File: src/cgs_pkg.sv
// Shared constants, types and register map of the strap and stop control block
package cgs_pkg;

    // Strap window length and the core clock rate
    localparam int STRAP_TIME_MS    = 2;                     // Three-state window after supply good
    localparam int CORE_CLK_KHZ     = 40000;                 // 40 MHz core clock
    localparam int STRAP_CYCLES_DEF = STRAP_TIME_MS * CORE_CLK_KHZ; // Window in core cycles
    localparam int TMR_W            = 17;                    // Timer width, holds the default

    // Clock-stop latency in CPU clock edges before the gate may move
    localparam logic [1:0] STOP_EDGES = 2'h2;

    // Register offsets and widths
    localparam int         ADDR_W     = 4;
    localparam int         DATA_W     = 8;
    localparam logic [3:0] REG_CFG    = 4'h0;                // Spread control, read/write
    localparam logic [3:0] REG_STATUS = 4'h1;                // Straps and gate state, read only

    // Field positions
    localparam int CFG_SS_LSB  = 0;                          // Spread bits 1-0
    localparam int ST_RUN_BIT  = 5;                          // Clock outputs enabled
    localparam int ST_GATE_BIT = 6;                          // Clock-stop gate open
    localparam int ST_PCI_BIT  = 7;                          // PCI gate open

    // Reset values
    localparam logic [1:0] CFG_SS_RST  = 2'h0;               // Spread off after power-up
    localparam logic [7:0] RDATA_RST   = 8'h00;

    // Strap pin indices
    localparam int PIN_SEL0 = 0;                             // 48 MHz output
    localparam int PIN_SEL1 = 1;                             // 24 MHz output
    localparam int PIN_SEL2 = 2;                             // Second reference output
    localparam int PIN_SEL3 = 3;                             // First gated PCI output
    localparam int PIN_MODE = 4;                             // Free-running PCI output
    localparam int NPIN     = 5;

    // Indices into the synchronised input vector
    localparam int SY_CPU  = 0;
    localparam int SY_PCI  = 1;
    localparam int SY_MEM  = 2;
    localparam int SY_REF  = 3;
    localparam int SY_C48  = 4;
    localparam int SY_C24  = 5;
    localparam int SY_STOP = 6;
    localparam int SY_VDD  = 7;
    localparam int SY_PIN2 = 8;
    localparam int SY_STRP = 9;
    localparam int NSYNC   = 14;

    // Power-up phases
    typedef enum logic [1:0] {
        CGS_WAIT_VDD = 2'b00,
        CGS_STRAP    = 2'b01,
        CGS_RUN      = 2'b10
    } cgs_phase_type;

    // Register bus request
    typedef struct packed {
        logic [ADDR_W-1:0] addr;
        logic [DATA_W-1:0] wdata;
        logic              wr;
        logic              rd;
    } cgs_regbus_type;

    // Clock sources entering from the analogue side
    typedef struct packed {
        logic cpu;
        logic pci;
        logic mem;
        logic ref_clk;
        logic c48;
        logic c24;
    } cgs_src_type;

endpackage : cgs_pkg

File: src/cgs_ctrl.sv
// Strap latch, PCI stop and clock-stop gating for the timing generator
//
// Functional notes
// - PCI stop low holds PCI 1-5 at 0
// - PCI stop sampled at PCI rise, applied next
// - Shared pin function follows latched mode strap
// - Memory clock copied to thirteen outputs
// - Clock-stop low silences twelve gated memory copies
// - Free-running memory copy ignores clock-stop
// - Straps read as inputs, latched, then outputs
// - Strap pins three-stated for first 2 ms
// - Window timer starts at supply good
// - Latched straps kept until power cycle
// - Window end enables outputs at strap frequency
// - Short first CPU cycle at enable accepted
// - Low strap latches 0, high latches 1
// - Config bits 1-0 switch spread spectrum
// - Spread applies only to CPU and PCI
// - Reference output follows crystal frequency
// - Clock-stop acts after full cycle, 2-3 clocks
// - Frequency straps latched, drive CPU/PCI frequency
`timescale 1ns/100ps

module cgs_ctrl
    import cgs_pkg::*;
#(
    parameter int STRAP_CYCLES = cgs_pkg::STRAP_CYCLES_DEF  // Shorten for simulation
) (
    // Clock, reset, enable
    input  wire logic                          core_clk_in,
    input  wire logic                          reset_in,
    input  wire logic                          ce_in,
    // Supply detector and stop inputs from the chipset
    input  wire logic                          vdd_ok_in,
    input  wire logic                          clk_stop_n_in,
    // Clock sources
    input  wire cgs_pkg::cgs_src_type          src_in,
    // Register port
    input  wire cgs_pkg::cgs_regbus_type       reg_in,
    output logic [cgs_pkg::DATA_W-1:0]         rdata_out,
    // Dual-purpose strap pins
    input  wire logic [cgs_pkg::NPIN-1:0]      strap_pin_in,
    output logic [cgs_pkg::NPIN-1:0]           strap_pin_out,
    output logic [cgs_pkg::NPIN-1:0]           strap_pin_oe_n_out,
    // Shared reference / PCI stop pin
    input  wire logic                          pin2_in,
    output logic                               pin2_out,
    output logic                               pin2_oe_n_out,
    // Clock outputs
    output logic                               cpu_free_clk_out,
    output logic                               cpu_gated_clk_out,
    output logic [3:0]                         pci_gated_clks_out,
    output logic                               ioapic_clk_out,
    output logic [11:0]                        mem_clk_gated_copies_out,
    output logic                               mem_clk_free_out,
    // Settings handed to the synthesiser
    output logic [3:0]                         freq_select_straps_out,
    output logic                               ss_cpu_pci_en_out
);
    import cgs_pkg::*;

    // All state of the block
    typedef struct packed {
        logic [NSYNC-1:0] s1;         // Synchroniser first stage
        logic [NSYNC-1:0] s2;         // Second stage
        logic [NSYNC-1:0] s3;         // Third stage
        logic [NSYNC-1:0] flt;        // Accepted level once stages two and three agree
        cgs_phase_type    phase;      // Power-up phase
        logic [TMR_W-1:0] timer;      // Strap window counter
        logic [NPIN-1:0]  straps;     // Latched strap levels
        logic             pci_lat;    // PCI stop level caught at PCI rise
        logic             pci_run;    // PCI gate, one PCI cycle behind the latch
        logic             stop_gate;  // Clock-stop gate, 1 lets clocks through
        logic [1:0]       stop_cnt;   // CPU edges seen while a change waits
        logic [1:0]       cfg_ss;     // Spread control bits
        logic [DATA_W-1:0] rdata;     // Read data, valid one cycle
        logic             cpu_f;
        logic             cpu_g;
        logic [NPIN-1:0]  pin_o;
        logic [NPIN-1:0]  pin_oe_n;
        logic             p2_o;
        logic             p2_oe_n;
        logic [3:0]       pci_g;
        logic             ioapic;
        logic [11:0]      mem_g;
        logic             mem_f;
        logic             ss_en;
    } cgs_state_type;

    cgs_state_type st_q;              // Registered state
    cgs_state_type st_d;              // Next state

    // Rise detect on an accepted clock level, used for CPU and PCI clocks
    function automatic logic rise_of(input logic old_lvl, input logic new_lvl);
        rise_of = !old_lvl && new_lvl;
    endfunction

    // Raw asynchronous inputs in synchroniser order
    logic [NSYNC-1:0] raw_in;
    assign raw_in = {strap_pin_in, pin2_in, vdd_ok_in, clk_stop_n_in,
                     src_in.c24, src_in.c48, src_in.ref_clk, src_in.mem,
                     src_in.pci, src_in.cpu};

    logic [NSYNC-1:0] flt_nx;         // Filtered levels for this cycle
    logic             pci_rise;       // Free-running PCI clock rose
    logic             cpu_rise;       // CPU clock rose
    logic             run;            // Outputs enabled in the next state

    // Three-stage filter: a level counts only once stages two and three agree.
    // Stage one may go metastable, so only stage two ever reads it; the
    // agreement test also rejects a one-cycle glitch on any pin, at the
    // cost of up to four core cycles of latency on every source.
    genvar gi;
    generate
        for (gi = 0; gi < NSYNC; gi++) begin : g_filt
            assign flt_nx[gi] = (st_q.s2[gi] == st_q.s3[gi]) ? st_q.s3[gi] : st_q.flt[gi];
        end
    endgenerate

    assign pci_rise = rise_of(st_q.flt[SY_PCI], flt_nx[SY_PCI]);
    assign cpu_rise = rise_of(st_q.flt[SY_CPU], flt_nx[SY_CPU]);

    // Next-state logic
    always_comb begin
        st_d     = st_q;
        st_d.s1  = raw_in;
        st_d.s2  = st_q.s1;
        st_d.s3  = st_q.s2;
        st_d.flt = flt_nx;

        // Power-up sequence
        case (st_q.phase)
            CGS_WAIT_VDD: begin
                // Timer held until the supply detector reports good
                st_d.timer = '0;
                if (st_q.flt[SY_VDD]) begin
                    st_d.phase = CGS_STRAP;
                end
            end
            CGS_STRAP: begin
                // Pins float while the straps settle the loaded traces
                if (st_q.timer == TMR_W'(STRAP_CYCLES - 1)) begin
                    st_d.straps = st_q.flt[SY_STRP +: NPIN];
                    st_d.phase  = CGS_RUN;
                end else begin
                    st_d.timer = st_q.timer + 1'b1;
                end
            end
            CGS_RUN: begin
                // Straps stay put; only a power cycle (reset) reloads them
                st_d.phase = CGS_RUN;
            end
            default: begin
                st_d.phase = CGS_WAIT_VDD;
            end
        endcase
        run = (st_d.phase == CGS_RUN);

        // PCI stop: caught at one PCI rise, applied at the next. The gate only
        // moves on a rise, so a stop never cuts a high phase short.
        if (pci_rise) begin
            // Reference mode leaves no stop input, so PCI runs
            st_d.pci_lat = st_q.straps[PIN_MODE] ? 1'b1 : st_q.flt[SY_PIN2];
            st_d.pci_run = st_q.pci_lat;
        end

        // Clock-stop: wait two CPU edges, then move only with CPU low
        // A request shorter than that latency is dropped by the compare
        if (st_q.flt[SY_STOP] == st_q.stop_gate) begin
            st_d.stop_cnt = 2'h0;
        end else if (st_q.stop_cnt == STOP_EDGES && !flt_nx[SY_CPU]) begin
            // A full cycle has completed, so no runt pulse reaches the load
            st_d.stop_gate = st_q.flt[SY_STOP];
            st_d.stop_cnt  = 2'h0;
        end else if (cpu_rise && st_q.stop_cnt != STOP_EDGES) begin
            st_d.stop_cnt = st_q.stop_cnt + 2'h1;
        end

        // Dual-purpose pins: three-stated until the window closes
        if (run) begin
            st_d.pin_oe_n = '0;
            st_d.pin_o[PIN_SEL0] = flt_nx[SY_C48];
            st_d.pin_o[PIN_SEL1] = flt_nx[SY_C24];
            st_d.pin_o[PIN_SEL2] = flt_nx[SY_REF];
            st_d.pin_o[PIN_SEL3] = flt_nx[SY_PCI] & st_d.pci_run;
            st_d.pin_o[PIN_MODE] = flt_nx[SY_PCI];
        end else begin
            st_d.pin_oe_n = '1;
            st_d.pin_o    = '0;
        end

        // Shared pin drives the reference only in mode 1
        st_d.p2_oe_n = !(run && st_d.straps[PIN_MODE]);
        st_d.p2_o    = run && st_d.straps[PIN_MODE] && flt_nx[SY_REF];

        // Clock outputs; the first CPU pulse may be short, it is not trimmed
        st_d.cpu_f  = run && flt_nx[SY_CPU];
        st_d.cpu_g  = run && st_d.stop_gate && flt_nx[SY_CPU];
        st_d.pci_g  = {4{run && st_d.pci_run && flt_nx[SY_PCI]}};
        st_d.ioapic = run && st_d.stop_gate && flt_nx[SY_REF];
        st_d.mem_g  = {12{run && st_d.stop_gate && flt_nx[SY_MEM]}};
        st_d.mem_f  = run && flt_nx[SY_MEM];

        // Register writes; status is read only
        if (reg_in.wr && reg_in.addr == REG_CFG) begin
            st_d.cfg_ss = reg_in.wdata[CFG_SS_LSB +: 2];
        end
        // Any nonzero code in bits 1-0 turns spread on for CPU and PCI only
        st_d.ss_en = (st_d.cfg_ss != 2'h0);

        // Register reads, data valid only in the following cycle
        // Reads have no side effects, so polling status is harmless
        st_d.rdata = RDATA_RST;
        if (reg_in.rd) begin
            case (reg_in.addr)
                REG_CFG: begin
                    st_d.rdata[CFG_SS_LSB +: 2] = st_q.cfg_ss;
                end
                REG_STATUS: begin
                    st_d.rdata[NPIN-1:0]   = st_q.straps;
                    st_d.rdata[ST_RUN_BIT]  = (st_q.phase == CGS_RUN);
                    st_d.rdata[ST_GATE_BIT] = st_q.stop_gate;
                    st_d.rdata[ST_PCI_BIT]  = st_q.pci_run;
                end
                default: begin
                    // Unmapped offsets read as zero
                    st_d.rdata = RDATA_RST;
                end
            endcase
        end
    end

    // State register; reset stands for a power cycle
    always_ff @(posedge core_clk_in) begin
        if (reset_in) begin
            st_q           <= '0;
            st_q.phase     <= CGS_WAIT_VDD;
            st_q.pci_lat   <= 1'b1;
            st_q.pci_run   <= 1'b1;
            st_q.stop_gate <= 1'b1;
            st_q.flt[SY_STOP] <= 1'b1;
            // Whole stop chain starts at its released level, so no false
            // clock-stop request appears while the stages refill after reset
            st_q.s1[SY_STOP]  <= 1'b1;
            st_q.s2[SY_STOP]  <= 1'b1;
            st_q.s3[SY_STOP]  <= 1'b1;
            st_q.cfg_ss    <= CFG_SS_RST;
            st_q.pin_oe_n  <= '1;
            st_q.p2_oe_n   <= 1'b1;
        end else if (ce_in) begin
            st_q <= st_d;
        end
    end

    // Outputs straight from the state register
    assign rdata_out                = st_q.rdata;
    assign strap_pin_out            = st_q.pin_o;
    assign strap_pin_oe_n_out       = st_q.pin_oe_n;
    assign pin2_out                 = st_q.p2_o;
    assign pin2_oe_n_out            = st_q.p2_oe_n;
    assign cpu_free_clk_out         = st_q.cpu_f;
    assign cpu_gated_clk_out        = st_q.cpu_g;
    assign pci_gated_clks_out       = st_q.pci_g;
    assign ioapic_clk_out           = st_q.ioapic;
    assign mem_clk_gated_copies_out = st_q.mem_g;
    assign mem_clk_free_out         = st_q.mem_f;
    assign freq_select_straps_out   = st_q.straps[PIN_SEL3:PIN_SEL0];
    assign ss_cpu_pci_en_out        = st_q.ss_en;
endmodule // cgs_ctrl

File: config.mk
export PLATFORM = sky130hd
export DESIGN_NAME = cgs_ctrl
export DESIGN_NICKNAME = d
export VERILOG_FILES = /design/src/cgs_pkg.sv /design/src/cgs_ctrl.sv
export SDC_FILE = /design/constraint.sdc
export NUM_CORES = 1
export LEC_CHECK = 0
export BUFFER_PORTS_ARGS = -buffer_cell sky130_fd_sc_hd__buf_2
export CAP_MARGIN = 0
export CORE_UTILIZATION = 56
export CTS_CLUSTER_DIAMETER = 120
export CTS_CLUSTER_SIZE = 24
export DETAILED_ROUTE_END_ITERATION = 6
export PLACE_DENSITY = 0.79
export SYNTH_ARGS = -nofsm -noshare
export SYNTH_HDL_FRONTEND = slang
export SYNTH_SLANG_ARGS = --single-unit
File: constraint.sdc
create_clock -name core_clk_in -period 2.7 [get_ports core_clk_in]
set_clock_uncertainty 0.2 [all_clocks]
set_input_delay 0.135 -clock core_clk_in [delete_from_list [all_inputs] [get_ports core_clk_in]]
set_output_delay 0.135 -clock core_clk_in [all_outputs]
set_load 0.1 [all_outputs]
==> results of run 1 <==
==> worst paths after layout <==
kind	cells past startpoint	from	slack (ns)	to
hold / removal	2	reset_in	0.02	st_q[88]$_SDFFE_PP0P_
hold reg to reg	2	ioapic_clk_out$_SDFFE_PP0P_	0.26	ioapic_clk_out$_SDFFE_PP0P_
setup / recovery	6	st_q[53]$_SDFFE_PP0P_	0.37	pin2_oe_n_out$_SDFFE_PP1P_
setup reg to reg	6	st_q[53]$_SDFFE_PP0P_	0.37	pin2_oe_n_out$_SDFFE_PP1P_
==> stage by stage <==
stage	power, W	hold slack (ns)	std cells	area, µm²	setup slack [ns]
finish	0.002886	0.02077	658	5215	0.3748
detailed placement	0.001906	0.1621	624	4830	0.3959
CTS	0.002913	0.0005700	658	5215	0.3820
global placement	0.001901	0.1504	624	4830	0.4647
global route	0.003011	0.01584	658	5215	0.2074
floorplan	0.001863	0.03929	511	4732	0.7306
==> placed cells by master (no fill, tap or decap), drive strengths merged, types with 4 or more instances in the layout <==
cell type,count
a21o,8
a21oi,27
a22oi,7
and2,4
and3,4
buf,72
clkbuf,10
dfxtp,110
dlygate4sd3,18
inv,7
maj3,6
mux2i,52
nand2,38
nand3,13
nand4,4
nor2,80
nor3,10
nor4,4
o21ai,24
o31ai,4
xnor2,7
xor2,7
==> worst max-delay path, cell delays in order (launching register included) <==
cell     delay [ns]
dfxtp_1        0.41
ha_1           0.20
and3_2         0.25
nand4_4        0.27
o31ai_4        0.42
o21ai_0        0.20
a211o_1        0.27
==> layer usage <==
layer	GRT usage [%]	wire [µm]
met1	26.50	4091
met2	36.50	4275
met3	4.854	303
met4	6.538	117
met5	0	0
==> cell usage after synthesis, drive strengths merged (7+ instances only) <==
library cell  count
dfxtp           110
clkbuf           15
xnor2             7
nand2            38
buf              49
o21ai            24
nand3            13
xor2              7
a21o              8
a21oi            27
mux2i            52
a22oi             7
nor2             80
nor3             10
==> cell families (layout without fill, tap and decap cells) <==
kind of cell,Yosys count,after routing
xor+xnor,14,14
buf+inv,69,111
fa+ha+maj,7,7
compound gates,84,84
flops,110,110
mux,55,55
simple gates,172,172
==> final cells by class <==
class	instances	share of cell area (%)
Tap cell	105	2.519
Multi-Input combinational cell	332	40.40
Clock buffer	10	2.639
Timing Repair Buffer	90	10.56
Clock inverter	6	1.296
Inverter	5	0.3599
Sequential cell	110	42.23
==> power groups by stage <==
stage	Sequential [W]	Combinational (W)	Clock [W]
floorplan	0.00171	0.000157	0
global placement	0.00171	0.000194	0
detailed placement	0.00171	0.000197	0
CTS	0.00167	0.000216	0.00103
global route	0.00168	0.000235	0.00110
finish	0.00167	0.000216	0.000998
==> state kept, by name, indices dropped and copies added (netlist names) <==
signal	count
mem_clk_free_out	1
freq_select_straps_out	4
pin2_out	1
ioapic_clk_out	1
st_d	28
pin2_oe_n_out	1
cpu_gated_clk_out	1
mem_clk_gated_copies_out	1
strap_pin_out	5
strap_pin_oe_n_out	1
rdata_out	8
cpu_free_clk_out	1
pci_gated_clks_out	1
st_q	55
ss_cpu_pci_en_out	1
==> qor.csv, run 1 <==
metric,value,unit
CP Data Required Time,2.76,ns
final setup TNS,0,ns
Final Routed Wirelength,8788,µm
Worst Hold Class,input pin to register,
net load switching power,0.0007007,W
Multi-input gate area,0.002107,mm²
Max Fclk,430.1,MHz
CP Data Arrival Time,2.39,ns
combinational share of power,7.5,%
GRT overflow,0,
synthesized area per cell,9.260,µm²
IO Pins,76,
CTS tree,done,
outcome,finished clean,
via count,3554,
Internal,0.002185,W
Port-buffer cells,69,
DR iter-0 viols,96,
Core Area,0.008217,mm²
simple-gate share of the synthesized area,17.35,%
post-layout util,63.47,%
"flops & latches, synth",110,
H-tree depth,3,
xor and xnor area share after synthesis,2.591,%
Slew @ Worst Pin,1.002,ns
Net Sw Frac,24.28,%
initial antenna violation count,0,
Synth top area share,46.54,%
Post-synth EDFFs,0,
Cell Rows,33,
# fillers,717,
largest net degree at the start of global routing,59,
initial core utilization,57.59,%
routability cong.,0.8422,
Max Cap Viol,0,
Post-Syn Instances,511,
"Clk Latency, worst-skew pair",0.36,ns
Antenna Cells,0,
synth unique cells,57,
Area contributors post-synth,"dfxtp_1, mux2i_1, nor2_1",
Detail Route Antenna Nets,0,
startpoint types,register,
PD cells,553.4,mW/mm²
Layout area overhead,10.21,%
CTS Buf Count,9,
Overall Global Routing Usage,21.31,%
DIE AREA,0.008822,mm²
clk buf depth,2,
HPWL Detailed,5991,µm
TritonRoute pass-1 iters,4,
Seq pwr share,57.9,%
unrepaired setup endpoints after global routing,false,
Worst slew margin,32.76,%
adder-cell share of the synthesized area,1.534,%
die height,93.93,µm
global-route wire length before repair,14860,µm
routed vias/inst,5.401,
fin crit share,86.12,%
routed wire length per instance,13.36,µm
CTS sink cnt,110,
share of cells above drive strength 1,18.81,%
Compound-Gate Fraction of Synth Area,11.34,%
vias in the first global route,3264,
Max IR drop VDD,0.0003389,V
final setup fails,0,
cts hold-fix bufs,18,
"Seq/Total Area, Yosys",46.54,%
Die X-Extent,93.93,µm
sequential cell area,0.002202,mm²
synthesized area,0.004732,mm²
CTS root buf,clkbuf_8,
YS warnings,0,
CP Capture Type,register,
CP max FO,14,
Clock Power Share,34.6,%
Nets,580,
Clock transition at path regs,0.10,ns
LEAKAGE,2.207,nW
Worst Setup Path Type,register to register,
share of synthesized flip-flops with an asynchronous set or reset,0,%
# Post-CTS Setup Buffers,0,
Syn Nets,543,
main combinational cell family by area after synthesis,simple AND/OR/NAND/NOR gates,
minimum clock period,2.325,ns
"area leader, netlist",dfxtp_1,
"Hold Violations, Final",0,
mux cell area share after synthesis,11.71,%
main flop type after synthesis,dfxtp_1,
final slew viol count,0,
post-CTS sizing,0,
drt drc,0,
No activity file was read; power rests on OpenSTA's default activity.
==> run 2: changes to the inputs <==
- SETUP_SLACK_MARGIN: default -> 0.5
==> run 2 against run 1 <==
Flip-flop and latch count stayed put. Clock-buffer cell count did not move. Worst hold slack got worse by 0.0020 ns. Sequential share of layout area shrank 0.62 points. Via count rose by 1.5%. Register-to-register slack improved by 0.24 ns. Final cell count increased by 0.76%. Maximum frequency up 11%. Design area is 1.6% higher. Wire length is 2.9% higher. Largest cell class unchanged. Highest routed layer unchanged.
==> qor.csv, run 2 (synthesized netlist as in run 1, its figures left out) <==
metric,value,unit
Max Fclk,478.4,MHz
outcome,finished clean,
via count,3609,
reg-to-reg endpoint,st_q[52]$_SDFFE_PP0P_,
max reg flops,55,
CP max FO,5,
initial core utilization,57.59,%
hold wc startpoint,reset_in,
final slew viol count,0,
Cell Rows,33,
Final Routed Wirelength,9047,µm
initial antenna violation count,0,
post-layout util,64.46,%
Largest Register,st_q,
Total Power,0.002892,W
IO Pins,76,
routed vias/inst,5.443,
CP Capture Type,register,
"Clk Latency, worst-skew pair",0.37,ns
Overall Global Routing Usage,21.48,%
CTS root buf,clkbuf_8,
Slew @ Worst Pin,0.6017,ns
CTS sink cnt,110,
placed cells,624,
"commonest non-fill, non-tap cells in the layout","dfxtp_1, nor2_1, buf_2, mux2i_1, nand2_1",
largest net degree at the start of global routing,59,
WHS Endpoint,st_q[88]$_SDFFE_PP0P_,
Worst Setup Path Type,register to register,
# fillers,709,
routed wire length per instance,13.65,µm
Nets,585,
"most common cell after layout, fill and taps aside",dfxtp_1,
CTS Buf Count,9,
fin crit share,77.41,%
Antenna Cells,0,
TritonRoute pass-1 iters,4,
Port-buffer cells,69,
H-tree depth,3,
routability cong.,0.8422,
CTS tree,done,
vias in the first global route,3275,
Worst slew margin,59.88,%
LEAKAGE,2.242,nW
share of cells above drive strength 1,20.07,%
Core Area,0.008217,mm²
non-filler instance count after layout,663,
minimum clock period,2.090,ns
Crit Reg-Reg Startpoint,st_q[54]$_SDFFE_PP0P_,
Layout area overhead,11.92,%
Max IR drop VDD,0.0003410,V
final setup fails,0,
HPWL Detailed,5991,µm
CP Data Required Time,2.73,ns
PD cells,546.1,mW/mm²
final setup TNS,0,ns
Clock transition at path regs,0.10,ns
Worst Hold Class,input pin to register,
Die X-Extent,93.93,µm
die height,93.93,µm
global-route wire length before repair,14990,µm
unrepaired setup endpoints after global routing,false,
DR iter-0 viols,99,
hold path cells,2,
drt drc,0,
CP Data Arrival Time,2.12,ns
"Hold Violations, Final",0,
DIE AREA,0.008822,mm²
Max Cap Viol,0,
Detail Route Antenna Nets,0,
FF-to-FF setup slack,0.61,ns
clk buf depth,2,
GRT overflow,0,
startpoint types,register,
cells on worst reg2reg path,6,
[run 2: timing repair]
action,in CTS,in global routing
hold endpoints to repair,17,0
setup endpoints to repair,7,24
gates cloned,0,1
hold buffers,18,0
pin swaps,1,0
gates resized for setup,1,8
buffers inserted,3,1
[run 2: where the power goes]
group / switching (W) / internal (W) / total (W)
clock: 0.000542 / 0.000459 / 0.00100
combinational: 0.000141 / 0.0000790 / 0.000220
sequential: 0.0000228 / 0.00165 / 0.00167
total: 0.000705 / 0.00219 / 0.00289
[run 2: final cells by class]
class / instances / area, µm² / area share [%]
inverter: 5 / 18.77 / 0.3544
multi-input combinational: 333 / 2153 / 40.66
clock buffer: 10 / 137.6 / 2.599
clock inverter: 6 / 67.56 / 1.276
tap: 105 / 131.4 / 2.481
timing repair buffer: 94 / 584.3 / 11.03
sequential: 110 / 2203 / 41.60
[run 2: metal layers]
metal / vias up / track usage, % / routed length [µm]
met4: 0 / 6.154 / 86
met1: 1728 / 26.70 / 4255
met2: 66 / 37.17 / 4412
met5: - / 0 / 0
met3: 8 / 4.693 / 292
li1: 1807 / - / -
[run 2: worst max-delay path by stage]
stage	start	endpoint	slack, ns
after CTS	st_q[53]$_SDFFE_PP0P_	st_q[52]$_SDFFE_PP0P_	0.50
after global placement	st_q[53]$_SDFFE_PP0P_	pin2_oe_n_out$_SDFFE_PP1P_	0.46
after floorplan	st_q[53]$_SDFFE_PP0P_	pin2_oe_n_out$_SDFFE_PP1P_	0.73
final	st_q[54]$_SDFFE_PP0P_	st_q[52]$_SDFFE_PP0P_	0.61
after global routing	st_q[54]$_SDFFE_PP0P_	st_q[52]$_SDFFE_PP0P_	0.51
after detailed placement	st_q[53]$_SDFFE_PP0P_	pin2_oe_n_out$_SDFFE_PP1P_	0.40
[run 2: per-stage QoR]
| stage | cell area [µm²] | hold slack (ns) | setup slack [ns] |
|---|---|---|---|
| 2_1_floorplan | 4732 | 0.03929 | 0.7306 |
| 3_5_place_dp | 4830 | 0.1621 | 0.3959 |
| 3_3_place_gp | 4830 | 0.1504 | 0.4647 |
| 6_report | 5296 | 0.01875 | 0.6099 |
| 4_1_cts | 5241 | 0.0005700 | 0.4986 |
| 5_1_grt | 5296 | 0.01584 | 0.5061 |
[run 2: worst max-delay path, stage by stage (launching register included)]
cell and delay [ns]:
dfxtp_1 0.39, ha_1 0.21, and3_4 0.24, nand4_4 0.22
nor3_4 0.27, mux2i_4 0.32, a211oi_1 0.10
